## src/hdl/eepctl_pkg.sv

```systemverilog
/*
  Package for the host-side controller of a 2K x 8 electrically erasable PROM.
  Holds pin carriers, command encodings and timing counts at a 40 MHz clock.
*/
package eepctl_pkg;
  localparam int unsigned CLK_HZ = 40_000_000;
  localparam int unsigned ADDR_W = 11;
  localparam int unsigned DATA_W = 8;
  localparam int unsigned ENDURANCE_LIMIT = 1000;
  localparam int unsigned CNT_W = 20;
  // times in nanoseconds
  localparam int unsigned T_VPS_NS = 2000;
  localparam int unsigned T_AH_NS = 50;
  localparam int unsigned T_WP_NS = 50;
  localparam int unsigned T_WP_MAX_NS = 1000;
  localparam int unsigned T_DS_NS = 50;
  localparam int unsigned T_ACC_NS = 100;
  localparam int unsigned T_DF_NS = 60;
  localparam int unsigned T_SH_NS = 1000;
  localparam int unsigned T_WC_NS = 1_000_000;
  localparam int unsigned T_CLR_NS = 10_000_000;
  localparam int unsigned NS_PER_S = 1_000_000_000;
  // least times round up
  function automatic int unsigned ns_to_cyc(input int unsigned ns);
    longint unsigned c;
    c = (longint'(ns) * CLK_HZ + NS_PER_S - 1) / NS_PER_S;
    return (c < 64'd1) ? 32'd1 : 32'(c);
  endfunction
  localparam int unsigned CYC_VPS = ns_to_cyc(T_VPS_NS);
  localparam int unsigned CYC_WP = ns_to_cyc(T_WP_NS + T_AH_NS);
  localparam int unsigned CYC_ACC = ns_to_cyc(T_ACC_NS) + 1;
  localparam int unsigned CYC_DF = ns_to_cyc(T_DF_NS);
  localparam int unsigned CYC_SH = ns_to_cyc(T_SH_NS);
  localparam int unsigned CYC_WC = ns_to_cyc(T_WC_NS);
  localparam int unsigned CYC_CLR = ns_to_cyc(T_CLR_NS);

  typedef enum logic [1:0] {
    CMD_READ,
    CMD_WRITE,
    CMD_VERIFY,
    CMD_CLEAR
  } eepctl_cmd_type;

  typedef struct packed {
    eepctl_cmd_type cmd;
    logic [ADDR_W-1:0] addr;
    logic [DATA_W-1:0] data;
  } eepctl_req_type;

  // pin levels driven toward the device
  typedef struct packed {
    logic select_n_powerdown;
    logic powerdown_hv;
    logic select_high_a;
    logic select_high_a_hv;
    logic select_strobe;
    logic [ADDR_W-1:0] addr_lines;
    logic [DATA_W-1:0] data_lines;
    logic data_lines_oe;
  } eepctl_pins_type;
endpackage

```

## src/hdl/eepctl_sync.sv

```systemverilog
/*
  Three-stage input synchroniser for a pin bus; a change is accepted
  once the second and third stages agree.
  Assumes a single clock domain and an active-low asynchronous reset.
*/
`timescale 1ns/10ps
module eepctl_sync #(
  parameter int unsigned W = 8
) (
  // clock and reset
  input wire logic i_mclk,
  input wire logic i_rst_n,
  input wire logic i_ce,
  // pins
  input wire logic [W-1:0] i_async,
  output logic [W-1:0] o_sync
);
  logic [W-1:0] s1, s2, s3, held;
  logic [W-1:0] next_held;

  always_comb begin
    next_held = held;
    for (int i = 0; i < W; i++) begin
      if (s2[i] == s3[i]) begin
        next_held[i] = s3[i];
      end
    end
  end

  always_ff @(posedge i_mclk or negedge i_rst_n) begin
    if (!i_rst_n) begin
      s1 <= '0;
      s2 <= '0;
      s3 <= '0;
      held <= '0;
    end else if (i_ce) begin
      s1 <= i_async;
      s2 <= s1;
      s3 <= s2;
      held <= next_held;
    end
  end

  assign o_sync = held;
endmodule

```

## src/hdl/eepctl_host.sv

```systemverilog
/*
  Host controller that drives a 2K x 8 electrically erasable PROM over its pins:
  read, verify, self-timed byte write and whole-array clear.
  Assumes external level shifters turn the *_hv outputs into the 12 V level and
  that the board resolves the data lines from the output enable.

// How it works
// - A write raises the power-down select to high voltage, second select low, strobe pulsed low.
// - A verify holds the high voltage with both other selects high and reads like a read.
// - A clear holds power-down low, second select at high voltage and a 10 ms strobe pulse.
// - Writes are counted and refused once the endurance count of 1000 is reached.
*/
`timescale 1ns/10ps
module eepctl_host (
  // clock, reset, enable
  input wire logic i_mclk,
  input wire logic i_rst_n,
  input wire logic i_ce,
  // request side
  input wire logic i_req_valid,
  input wire eepctl_pkg::eepctl_req_type i_req,
  output logic o_req_ready,
  output logic o_rsp_valid,
  output logic [eepctl_pkg::DATA_W-1:0] o_rsp_data,
  output logic o_refused,
  output logic [9:0] o_write_count,
  // device pins
  output logic o_select_n_powerdown,
  output logic o_powerdown_hv,
  output logic o_select_high_a,
  output logic o_select_high_a_hv,
  output logic o_select_strobe,
  output logic [eepctl_pkg::ADDR_W-1:0] o_addr_lines,
  output logic [eepctl_pkg::DATA_W-1:0] o_data_lines_out,
  output logic o_data_lines_oe,
  input wire logic [eepctl_pkg::DATA_W-1:0] i_data_lines_in
);
  typedef enum logic [2:0] {
    ST_IDLE,
    ST_SETUP,
    ST_ACCESS,
    ST_STROBE,
    ST_HOLD,
    ST_WAIT,
    ST_FLOAT
  } eepctl_state_type;

  localparam logic [eepctl_pkg::CNT_W-1:0] C_VPS = eepctl_pkg::CNT_W'(eepctl_pkg::CYC_VPS);
  localparam logic [eepctl_pkg::CNT_W-1:0] C_WP = eepctl_pkg::CNT_W'(eepctl_pkg::CYC_WP);
  localparam logic [eepctl_pkg::CNT_W-1:0] C_ACC = eepctl_pkg::CNT_W'(eepctl_pkg::CYC_ACC);
  localparam logic [eepctl_pkg::CNT_W-1:0] C_DF = eepctl_pkg::CNT_W'(eepctl_pkg::CYC_DF);
  localparam logic [eepctl_pkg::CNT_W-1:0] C_SH = eepctl_pkg::CNT_W'(eepctl_pkg::CYC_SH);
  localparam logic [eepctl_pkg::CNT_W-1:0] C_WC = eepctl_pkg::CNT_W'(eepctl_pkg::CYC_WC);
  localparam logic [eepctl_pkg::CNT_W-1:0] C_CLR = eepctl_pkg::CNT_W'(eepctl_pkg::CYC_CLR);
  localparam logic [9:0] ENDURE = 10'(eepctl_pkg::ENDURANCE_LIMIT);

  eepctl_state_type state, next_state;
  eepctl_pkg::eepctl_req_type cur, next_cur;
  eepctl_pkg::eepctl_pins_type pins, next_pins;
  logic [eepctl_pkg::CNT_W-1:0] cnt, next_cnt;
  logic [9:0] wcount, next_wcount;
  logic ready, next_ready;
  logic rsp_valid, next_rsp_valid;
  logic [eepctl_pkg::DATA_W-1:0] rsp_data, next_rsp_data;
  logic refused, next_refused;
  logic [eepctl_pkg::DATA_W-1:0] data_sync;

  eepctl_sync #(
    .W(eepctl_pkg::DATA_W)
  ) u_sync (
    .i_mclk(i_mclk),
    .i_rst_n(i_rst_n),
    .i_ce(i_ce),
    .i_async(i_data_lines_in),
    .o_sync(data_sync)
  );

  // pins in the idle, deselected state: power-down select high, strobe high
  function automatic eepctl_pkg::eepctl_pins_type idle_pins(
    input logic [eepctl_pkg::ADDR_W-1:0] a);
    eepctl_pkg::eepctl_pins_type p;
    p = '0;
    p.select_n_powerdown = 1'b1;
    p.select_high_a = 1'b1;
    p.select_strobe = 1'b1;
    p.addr_lines = a;
    return p;
  endfunction

  always_comb begin
    next_state = state;
    next_cur = cur;
    next_pins = pins;
    next_cnt = (cnt != '0) ? cnt - 1'b1 : cnt;
    next_wcount = wcount;
    next_ready = 1'b0;
    next_rsp_valid = 1'b0;
    next_rsp_data = rsp_data;
    next_refused = 1'b0;
    case (state)
      ST_IDLE: begin
        next_ready = 1'b1;
        if (ready && i_req_valid) begin
          next_ready = 1'b0;
          next_cur = i_req;
          next_pins = idle_pins(i_req.addr);
          if (i_req.cmd == eepctl_pkg::CMD_WRITE && wcount >= ENDURE) begin
            next_refused = 1'b1;
            next_rsp_valid = 1'b1;
            next_ready = 1'b1;
          end else begin
            case (i_req.cmd)
              eepctl_pkg::CMD_READ: begin
                next_pins.select_n_powerdown = 1'b0;
              end
              eepctl_pkg::CMD_VERIFY: begin
                next_pins.powerdown_hv = 1'b1;
              end
              eepctl_pkg::CMD_WRITE: begin
                next_pins.powerdown_hv = 1'b1;
                next_pins.select_high_a = 1'b0;
                next_pins.data_lines = i_req.data;
                next_pins.data_lines_oe = 1'b1;
              end
              default: begin
                next_pins.select_n_powerdown = 1'b0;
                next_pins.select_high_a_hv = 1'b1;
              end
            endcase
            next_cnt = (i_req.cmd == eepctl_pkg::CMD_READ) ? C_ACC : C_VPS;
            next_state = ST_SETUP;
          end
        end
      end
      ST_SETUP: begin
        if (cnt == '0) begin
          if (cur.cmd == eepctl_pkg::CMD_READ || cur.cmd == eepctl_pkg::CMD_VERIFY) begin
            next_cnt = C_ACC;
            next_state = ST_ACCESS;
          end else begin
            next_pins.select_strobe = 1'b0;
            next_cnt = (cur.cmd == eepctl_pkg::CMD_WRITE) ? C_WP : C_CLR;
            next_state = ST_STROBE;
          end
        end
      end
      ST_ACCESS: begin
        if (cnt == '0) begin
          next_rsp_data = data_sync;
          next_rsp_valid = 1'b1;
          next_pins = idle_pins(cur.addr);
          next_cnt = C_DF;
          next_state = ST_FLOAT;
        end
      end
      ST_STROBE: begin
        if (cnt == '0) begin
          next_pins.select_strobe = 1'b1;
          next_cnt = C_SH;
          next_state = ST_HOLD;
        end
      end
      ST_HOLD: begin
        if (cnt == '0) begin
          next_pins.data_lines_oe = 1'b0;
          next_pins.powerdown_hv = 1'b0;
          next_pins.select_high_a_hv = 1'b0;
          next_pins.select_n_powerdown = 1'b1;
          next_pins.select_high_a = 1'b1;
          if (cur.cmd == eepctl_pkg::CMD_WRITE) begin
            next_wcount = wcount + 10'd1;
            next_cnt = C_WC;
          end else begin
            next_cnt = C_SH;
          end
          next_state = ST_WAIT;
        end
      end
      ST_WAIT: begin
        if (cnt == '0) begin
          next_rsp_valid = 1'b1;
          next_state = ST_IDLE;
        end
      end
      ST_FLOAT: begin
        if (cnt == '0) begin
          next_state = ST_IDLE;
        end
      end
      default: begin
        next_state = ST_IDLE;
      end
    endcase
  end

  always_ff @(posedge i_mclk or negedge i_rst_n) begin
    if (!i_rst_n) begin
      state <= ST_IDLE;
      cur <= '0;
      pins <= '{select_n_powerdown: 1'b1, select_high_a: 1'b1, select_strobe: 1'b1,
                default: '0};
      cnt <= '0;
      wcount <= '0;
      ready <= 1'b0;
      rsp_valid <= 1'b0;
      rsp_data <= '0;
      refused <= 1'b0;
    end else if (i_ce) begin
      state <= next_state;
      cur <= next_cur;
      pins <= next_pins;
      cnt <= next_cnt;
      wcount <= next_wcount;
      ready <= next_ready;
      rsp_valid <= next_rsp_valid;
      rsp_data <= next_rsp_data;
      refused <= next_refused;
    end
  end

  assign o_req_ready = ready;
  assign o_rsp_valid = rsp_valid;
  assign o_rsp_data = rsp_data;
  assign o_refused = refused;
  assign o_write_count = wcount;
  assign o_select_n_powerdown = pins.select_n_powerdown;
  assign o_powerdown_hv = pins.powerdown_hv;
  assign o_select_high_a = pins.select_high_a;
  assign o_select_high_a_hv = pins.select_high_a_hv;
  assign o_select_strobe = pins.select_strobe;
  assign o_addr_lines = pins.addr_lines;
  assign o_data_lines_out = pins.data_lines;
  assign o_data_lines_oe = pins.data_lines_oe;
endmodule

```

## config.mk

```make
export PLATFORM = sky130hd
export DESIGN_NAME = eepctl_host
export DESIGN_NICKNAME = d
export VERILOG_FILES = /design/src/hdl/eepctl_pkg.sv /design/src/hdl/eepctl_sync.sv /design/src/hdl/eepctl_host.sv
export SDC_FILE = /design/constraint.sdc
export NUM_CORES = 1
export LEC_CHECK = 0
export BUFFER_PORTS_ARGS = -buffer_cell sky130_fd_sc_hd__buf_2
export CAP_MARGIN = 20
export CELL_PAD_IN_SITES_DETAIL_PLACEMENT = 1
export CELL_PAD_IN_SITES_GLOBAL_PLACEMENT = 1
export CORE_MARGIN = 1
export CORE_UTILIZATION = 42
export CTS_CLUSTER_SIZE = 28
export DETAILED_ROUTE_END_ITERATION = 6
export PLACE_DENSITY = 0.85
export SYNTH_ARGS = -nofsm -noshare
export SYNTH_HDL_FRONTEND = slang
export SYNTH_SLANG_ARGS = --single-unit
```

## constraint.sdc

```tcl
create_clock -name i_mclk -period 4.1 [get_ports i_mclk]
set_clock_uncertainty 0.2 [all_clocks]
set_input_delay 0.82 -clock i_mclk [delete_from_list [all_inputs] [get_ports i_mclk]]
set_output_delay 0.82 -clock i_mclk [all_outputs]
set_load 0.02 [all_outputs]
```

== Word level (Yosys, flattened, before mapping) ==
Index checks and enable logic that the tools add are counted.
W data, S select, Z words.

* Add/sub/neg operators: 2
* Magnitude comparators: 1
* Eq/ne operators: 26
* Muxes and demuxes: 45
* Reduce and logical (&&, ||, !) cells: 30

{| class="wikitable"
|+ Operator list
! cell !! number
|-
| $mux W20 || 7
|-
| $pmux W20 S5 || 1
|-
| $mux W25 || 2
|-
| $mux W19 || 2
|-
| $pmux W19 S2 || 1
|-
| $mux W3 || 7
|-
| $logic_not A20 Y1 || 1
|-
| $reduce_bool A20 Y1 || 1
|-
| $sub A20 B1 Y20 const B || 1
|-
| $mux W9 || 2
|-
| $pmux W3 S6 || 1
|-
| $mux W16 || 1
|-
| $reduce_and A2 Y1 || 8
|-
| $mux W1 || 14
|-
| $ne A2 B2 Y1 const B || 7
|-
| $pmux W4 S3 || 1
|-
| $add A10 B1 Y10 const B || 1
|-
| $ge A10 B10 Y1 const B || 1
|-
| $eq A3 B3 Y1 const B || 3
|-
| $eq A1 B1 Y1 || 8
|-
| $mux W4 || 2
|-
| $reduce_and A4 Y1 || 2
|-
| $reduce_and A8 Y1 || 1
|-
| $mux W7 || 1
|-
| 20 further kinds || 28
|}

* Bits in registers: 114
* Word-level logic and storage cells: 132

== Depth between registers and ports, before layout ==
Gate-level depths: netlist (run 1).

* Word-level depth: 6
* Mapped depth: 13
* Gate-level depth less buffers: 11

== Cells and area by module ==
Synthesis (run 1) repeated with hierarchy kept, for this count alone.

* Cells, all modules: 543
* Area total of the unflattened synthesis: 5622.9 sq um

{| class="wikitable"
|+ Modules (own cells, without submodules)
! module !! times used !! cells an instance !! area each (sq um) !! seq. area each (sq um)
|-
| eepctl_host || 1 || 455 || 4336.7 || 2055.7
|-
| eepctl_sync || 1 || 88 || 1286.2 || 800.8
|}

== Least setup slack after synthesis (run 1) ==
OpenSTA, ideal clock, no wires.

* Kind: flip-flop to flip-flop
* Start: register cnt[0] (netlist name)
* End: register pins, in the netlist o_addr_lines[10]
* Data arrival time: 2.747 ns
* Required time: 3.772 ns
* Slack: 1.025 ns
* Stages on the path, launching flop included: 11
* Period minus slack after synthesis: 3.075 ns
* Cells stage by stage: dfrtp_1 inv_1 ha_1 or4b_4 or3_1 buf_6 nor2_8 inv_4 a211oi_4 buf_6 mux2_1

* Cells in the longest elaborated chain, start to end: 3

{| class="wikitable"
|+ Ends and longest elaborated chain
! element !! RTL line !! text
|-
| start: declaration || eepctl_host.sv:60 || <nowiki>logic [eepctl_pkg::CNT_W-1:0] cnt, next_cnt;</nowiki>
|-
| start signal: assignment || eepctl_host.sv:212 || <nowiki>cnt <= next_cnt;</nowiki>
|-
| $logic_not A20 Y1 || eepctl_host.sv:148 || <nowiki>if (cnt == '0) begin</nowiki>
|-
| $ne A2 B2 Y1 (no source line) || -- ||
|-
| $reduce_and A4 Y1 (no source line) || -- ||
|-
| end signal: assignment || eepctl_host.sv:200 || <nowiki>pins <= '{select_n_powerdown: 1'b1, select_high_a: 1'b1, select_strobe: 1'b1,</nowiki>
|-
| end signal: assignment || eepctl_host.sv:211 || <nowiki>pins <= next_pins;</nowiki>
|-
| end: declaration || eepctl_host.sv:59 || <nowiki>eepctl_pkg::eepctl_pins_type pins, next_pins;</nowiki>
|}

No other way between the ends.
A chain may end at the register's enable or synchronous reset.

== Final worst setup path (run 1) ==
* Start: register cnt[0] (netlist name)
* End: register pins, in the netlist o_data_lines_out[2]

Same word-level chain as after synthesis.

==> metrics.md, run 1 <==
| Metric | Value |
|---|---|
| Fraction of synthesized area in multiplexers | 13.7% |
| DR WL/cell | about 21 um |
| Initial DRC Count | 423 |
| Clock slew at reported path FFs | 0.06 ns |
| Mean Syn Cell Area | 10.5 um2 |
| Unrepaired setup endpoints after global routing | no |
| Post-Synthesis Cell Area | slightly below 0.006 mm2 |
| Ys flop type | dfrtp_1 |
| XOR/XNOR Fraction of Synth Area | 1.51% |
| Initial antenna violation count | 0 |
| Residual DRC | 0 |
| Synth Area in Compound Gates | 17.0% |
| TritonCTS buffer count | 17 |
| Maxcap violations | 0 |
| Final Hold Vio Count | 0 |
| Fin crit share | 92.2% |
| Ys Warns | 0 |
| Die ar. | between 0.01 and 0.015 mm2 |
| Total power | 3110 uW |
| Clk buf depth | 2 |
| Hold-fix buffers, CTS | 0 |
| Starting Density | between 40 and 50% |
| # H-tree levels | 4 |
| DP Wirelength | 11.1 mm |
| Synth area leader | dfrtp_1 |
| Share of the yosys chip area belonging to registers | 49.1% |
| Number of diodes | 0 |
| Routing usage on met3 | under 10% |
| PD cells | 444 mW/mm2 |
| Hold WC Path Type | in -> async |
| CTS Sinks | 114 |
| Rel. slew slack | between 30% and 40% |
| Vias | 4904 |
| Setup Fix Bufs, Post-CTS | 0 |
| Largest family of logic cells by synthesized area | compound AO/OA/AOI/OAI gates |
| Netlist cell types | 66 |
| Placed cells | roughly 800 |
| CP arrival | 3.92 ns |
| Simple-gate share of the synthesized area | 13.2% |
| DRT antenna net count | 0 |
| Slowest stage cell, crit path | a211oi_4 |
| Largest net degree at the start of global routing | slightly above 90 |
| Fin crit period | 3.78 ns |
| Fraction of registers with async set or reset after synthesis | 100% |
| Gr busiest metal | met2 |
| Fin util | a little over half |
| Max Slew Vio Count | 0 |
| Area occupied by multi-input gates | between 0.002 and 0.003 mm2 |
| Via/cell ratio | 5.96 |
| First-pass GRT wire length | 27.6 mm |
| Critical path peak fanout | 14 |
| Pre-antenna DRT Iters | 4 |
| Register area | ~0.0029 mm2 |
| Final Setup Violations | 0 |
| Clk Tree Root Cell | clkbuf_16 |
| CP Capture Type | flop |
| CP Class | reg -> reg |
| Max Clock Freq | 265 MHz |
| Routability cong. | 0.888 |
| # resized after CTS | 0 |
| Layout cells sized above 1 | 29.7% |
| Area grow syn2layout | 20.6% |
| Startpoint types | flop |
| Fin area | 0.00701 mm2 |
| Rows | 42 |
| Clk_lat worst skew | about 0.42 ns |
| Top Family by Delay on Critical Path | simple AND/OR/NAND/NOR gates |
| Final Non-Filler Cells | between 800 and 900 |
| Crit path cell chain | inv_1, ha_1, or4b_4, or3_1, nor2_8, inv_4, a211oi_4, buf_4, mux2i_1 |
| IO Count | 79 |
| Placed Area | around 0.0064 mm2 |
| Final Net Count | approximately 670 |
| CP required | between 4 and 5 ns |
| Synthesized instance count | about 560 |
| Number of global-route vias before repair | between 5000 and 6000 |
| Worst-Margin Slew | 0.941 ns |
| Number of synthesized flops with an enable pin | 0 |
| Number of I/O port buffers | 78 |
| Maximum vdd ir drop | roughly 0.0003 V |
| P_leak | 0.00319 uW |
| Final setup TNS | 0 ns |
| Outcome | completed |
| Met2 Use GR | 43.0% |
| DIE WIDTH | roughly 120 um |
| Die Y | around 120 um |
| Synth area leaders | dfrtp_1 48%, mux2_2 11%, o21ai_0 4.0%, nand2_1 2.4%, inv_1 2.1% |
| Buf/Inv on CP | 3 |
| Synth Register Bits | around 110 |
| Met1 Track Usage GR | slightly above 30% |
| Gr usage total | about a quarter |
| Core area | 0.0133 mm2 |
| Top-area cell type share of the netlist area | 47.8% |
| CTS tree | done |
| Fillers | 1500 |
| Worst path max stage delay | 0.64 ns |
| Synthesized Nets | 594 |
| Total wire length | around 17 mm |
| Grt total ovfl | 0 |
| Synth Area in Adders | under 10% |
cells in the mapped netlist (all sizes together) (6+ instances only):
library cell and count:
mux2 61, o21ai 47, nor3 12, or3 6, nand3 10, mux2i 11, a21oi 23, clkbuf 24
a211oi 7, dfrtp 111, nand4 9, nor4 8, o211ai 8, ha 6, nand2 37, nor2 30
inv 33, a21o 6, xnor2 7
metal layers:
layer | part of all wire (%) | vias to the layer above
met5 | 0 | -
met4 | 1.8 | 0
met3 | 4.3 | 19
met2 | 53 | 144
met1 | 41 | 2522
li1 | - | 2219
per-stage QoR:
stage | hold WS, ns | setup slack, ns
CTS | 0.303 | 0.330
global placement | 0.266 | 0.548
floorplan | 0.274 | 1.03
global route | 0.192 | 0.142
detailed placement | 0.271 | 0.404
finish | 0.163 | 0.321
registers in the layout, summed over array words and instances, names as in the netlist:
name                  flops
o_select_n_powerdown      1
o_powerdown_hv            1
o_data_lines_oe           1
o_rsp_data                8
o_req_ready               1
u_sync.s3                 8
o_select_high_a_hv        1
state                     3
o_data_lines_out          8
u_sync.o_sync             8
u_sync.s2                 8
cur                      13
o_refused                 1
o_write_count            10
o_select_high_a           1
u_sync.s1                 8
cnt                      20
o_addr_lines             11
o_rsp_valid               1
o_select_strobe           1
worst paths after layout:
kind	from	end	slack [ns]	cells after the start
worst max-delay path	cnt[0]	o_data_lines_out[2]	0.32	9
worst min-delay path	i_rst_n	o_addr_lines[2]	0.16	1
worst max register to register	cnt[0]	o_data_lines_out[2]	0.32	9
worst min register to register	o_select_high_a_hv	o_select_high_a_hv	0.30	1
max in group asynchronous	i_rst_n	cnt[13]	2.63	3
min in group i_mclk	o_select_high_a_hv	o_select_high_a_hv	0.30	1
cell type report:
| class | instances | area share [%] |
|---|---|---|
| multi-input combinational | 380 | 38.7 |
| clock inverter | 15 | 2.57 |
| clock buffer | 17 | 6.07 |
| tap | 176 | 3.14 |
| sequential | 114 | 40.7 |
| inverter | 33 | 1.80 |
| timing repair buffer | 88 | 6.96 |
power breakdown:
part           leakage [uW]  switching (uW)  internal, uW
Sequential          0.00140            88.3          1210
Clock              0.000290             580           960
Combinational       0.00150             158           112
Total               0.00319             827          2290
placed cells by master (no fill, tap or decap), types with 7 or more instances in the layout:
master / n
o211ai_1: 8
a21oi_1: 23
buf_2: 77
mux2_2: 59
buf_4: 10
nand2_1: 37
nand4_1: 9
nor2_1: 29
mux2i_1: 11
o21ai_0: 47
dfrtp_1: 111
nor3_1: 11
nand3_1: 10
xnor2_1: 7
clkbuf_16: 17
nor4_1: 8
inv_1: 32
worst register-to-register path, stage by stage, from the launching register on:
cell and delay (ns):
dfrtp_1 0.43, inv_1 0.16, ha_1 0.20, or4b_4 0.48, or3_1 0.54, nor2_8 0.31
inv_4 0.15, a211oi_4 0.65, buf_4 0.33, mux2i_1 0.24
cell families (layout without fill, tap and decap cells):
| family | count (synthesis) | count (layout) |
|---|---|---|
| compound gates | 147 | 147 |
| simple gates | 145 | 145 |
| flops | 114 | 114 |
| mux | 72 | 72 |
| buf+inv | 61 | 153 |
| xor+xnor | 10 | 10 |
| fa+ha+maj | 6 | 6 |
No activity file was read; power rests on OpenSTA's default activity.
==> inputs of run 2 (changes only) <==
--- a/config.mk
+++ b/config.mk
@@ -9,7 +9,7 @@
 export CAP_MARGIN = 20
 export CELL_PAD_IN_SITES_DETAIL_PLACEMENT = 1
 export CELL_PAD_IN_SITES_GLOBAL_PLACEMENT = 1
-export CORE_MARGIN = 1
+export CORE_ASPECT_RATIO = 2
 export CORE_UTILIZATION = 42
 export CTS_CLUSTER_SIZE = 28
 export DETAILED_ROUTE_END_ITERATION = 6
==> run 2 against run 1 <==
Compared with the run above:
- first-iteration DRC count shrank 37%
- register-to-register slack improved by 0.38 ns
- flip-flop and latch count stayed put
- power down 1.8%
- combinational power hardly changed
- critical path depth is the same
- worst hold slack improved by 0.11 ns
- critical path type unchanged
- highest routed layer unchanged
==> metrics.md, run 2 (synthesized netlist as in run 1, its figures left out) <==
| Metric | Value |
|---|---|
| Clk Tree Root Cell | clkbuf_16 (unchanged) |
| RR Endpoint | o_addr_lines[4] (was o_data_lines_out[2]) |
| Unrepaired setup endpoints after global routing | no (unchanged) |
| P_leak | 0.00323 uW (was 0.00319 uW) |
| Gr usage total | 28.2% (was 25.1%) |
| CTS tree | done (unchanged) |
| Fillers | 1516 (was 1500) |
| Startpoint types | flop (unchanged) |
| Die ar. | 0.0143 mm2 (about the same) |
| DP Wirelength | 12.8 mm (was 11.1 mm) |
| Die Y | 168 um (was 120 um) |
| Grt total ovfl | 0 (unchanged) |
| Fin crit period | 3.40 ns (was 3.78 ns) |
| Placed cells | 779 (was 790) |
| Worst setup path end | o_addr_lines[4] (was o_data_lines_out[2]) |
| Crit path cell chain | inv_1, ha_1, or4b_4, or3_1, nor2_8, inv_4, a211oi_4, buf_4, mux2_2 (was inv_1, ha_1, or4b_4, or3_1, nor2_8, inv_4, a211oi_4, buf_4, mux2i_1) |
| Worst-Margin Slew | 1.08 ns (was 0.941 ns) |
| Top Family by Delay on Critical Path | simple AND/OR/NAND/NOR gates (unchanged) |
| Clk_lat worst skew | 0.42 ns (about the same) |
| Clock slew at reported path FFs | 0.06 ns (about the same) |
| Critical path peak fanout | 19 (was 14) |
| IO Count | 79 (unchanged) |
| R2R depth | 9 (unchanged) |
| Starting Density | 43.0% (was 43.6%) |
| Final Hold Vio Count | 0 (unchanged) |
| Largest net degree at the start of global routing | 60 (was 92) |
| Vias | 5048 (was 4904) |
| Clk buf depth | 2 (unchanged) |
| Maxcap violations | 0 (unchanged) |
| Crit path from | cnt[0] (unchanged) |
| CP Class | reg -> reg (unchanged) |
| Layout cells sized above 1 | 30.5% (was 29.7%) |
| PD cells | 435 mW/mm2 (was 444 mW/mm2) |
| Routability cong. | 0.949 (was 0.888) |
| Final hold slack | 0.276 ns (was 0.163 ns) |
| Rel. slew slack | 27.8% (was 37.2%) |
| Hold WC Path Type | in -> async (unchanged) |
| Max reg flops | 20 (unchanged) |
| Final Net Count | 682 (was 673) |
| TritonCTS buffer count | 17 (unchanged) |
| DRT antenna net count | 0 (unchanged) |
| Core area | 0.0135 mm2 (was 0.0133 mm2) |
| Number of I/O port buffers | 78 (unchanged) |
| Crit path depth | 9 (unchanged) |
| Number of diodes | 0 (unchanged) |
| Final Non-Filler Cells | 811 (was 823) |
| DIE WIDTH | 85.2 um (was 120 um) |
| Pre-antenna DRT Iters | 5 (was 4) |
| CTS Sinks | 114 (unchanged) |
| FF-to-FF Start | cnt[0] (unchanged) |
| Maximum vdd ir drop | 0.000302 V (was 0.000296 V) |
| Via/cell ratio | 6.22 (was 5.96) |
| CP arrival | 3.49 ns (was 3.92 ns) |
| Initial DRC Count | 267 (was 423) |
| First-pass GRT wire length | 30.8 mm (was 27.6 mm) |
| Fin crit share | 82.8% (was 92.2%) |
| FF-to-FF setup slack | 0.70 ns (was 0.32 ns) |
| Max Slew Vio Count | 0 (unchanged) |
| Setup Fix Bufs, Post-CTS | 0 (unchanged) |
| Residual DRC | 0 (unchanged) |
| Buf/Inv on CP | 3 (unchanged) |
| Area grow syn2layout | 20.8% (was 20.6%) |
| Initial antenna violation count | 0 (unchanged) |
| Outcome | completed (unchanged) |
| # H-tree levels | 4 (unchanged) |
| Final Setup Violations | 0 (unchanged) |
| Hold-fix buffers, CTS | 0 (unchanged) |
| Worst path max stage delay | 0.56 ns (was 0.64 ns) |
| Most common cell after layout, fill and taps aside | dfrtp_1 (unchanged) |
| Final setup TNS | 0 ns (unchanged) |
| Total wire length | 19.0 mm (was 17.4 mm) |
| CP required | 4.19 ns (was 4.24 ns) |
| # resized after CTS | 0 (unchanged) |
| CP Capture Type | flop (unchanged) |
| Slowest stage cell, crit path | or3_1 (was a211oi_4) |
| Number of global-route vias before repair | 5658 (was 5104) |
| Register with the most flip-flops | cnt (unchanged) |
| Commonest non-fill, non-tap cells in the layout | 111 x dfrtp_1, 77 x buf_2, 59 x mux2_2, 47 x o21ai_0, 37 x nand2_1 (unchanged) |
| Rows | 60 (was 42) |
| Max Clock Freq | 294 MHz (was 265 MHz) |
| DR WL/cell | 23.5 um (was 21.1 um) |
run 2: per-layer routing:
metal,GRT usage [%],part of all wire (%),up-vias
li1,-,-,2221
met1,28.2,34,2578
met2,51.9,56,176
met3,5.44,4.3,73
met4,18.2,5.5,0
met5,0,0,-
run 2: how the worst min path moves through the flow:
stage	startpoint	endpoint	slack (ns)	depth (start not counted)
finish	i_rst_n	o_write_count[1]	0.28	1
floorplan	cur[14]	cur[14]	0.27	1
global placement	o_addr_lines[9]	o_addr_lines[9]	0.27	1
detailed placement	o_powerdown_hv	o_powerdown_hv	0.28	1
CTS	o_select_high_a_hv	o_select_high_a_hv	0.30	1
global route	o_rsp_data[1]	o_rsp_data[1]	0.32	1
run 2: area by class of cell:
| class | count | area [um2] | share of cell area (%) |
|---|---|---|---|
| multi-input cells | 380 | 2720 | 38.7 |
| clock buffers | 18 | 429 | 6.11 |
| flip-flops and latches | 114 | 2860 | 40.7 |
| inverters | 33 | 126 | 1.80 |
| clock inverters | 14 | 153 | 2.17 |
| well taps | 155 | 194 | 2.76 |
| repair buffers | 97 | 548 | 7.80 |
run 2: where the power goes:
part / internal [uW] / switching, uW
registers: 1210 / 89.1
clock network: 902 / 584
logic: 113 / 155
run 2: per-stage QoR:
step | setup WS [ns] | instance area, um2 | power, uW | utilization, %
3_3_place_gp | 0.872 | 6440 | 1550 | 47.7
6_report | 0.704 | 7020 | 3060 | 52.0
2_1_floorplan | 1.03 | 5810 | 1460 | -
4_1_cts | 0.713 | 7020 | 3080 | 52.0
3_5_place_dp | 0.762 | 6440 | 1580 | 47.7
5_1_grt | 0.586 | 7020 | 3170 | 52.0
run 2: worst register-to-register path, stage by stage (launching register included):
cell      delay [ns]
dfrtp_1         0.43
inv_1           0.15
ha_1            0.17
or4b_4          0.48
or3_1           0.56
nor2_8          0.21
inv_4           0.10
a211oi_4        0.26
buf_4           0.34
mux2_2          0.39
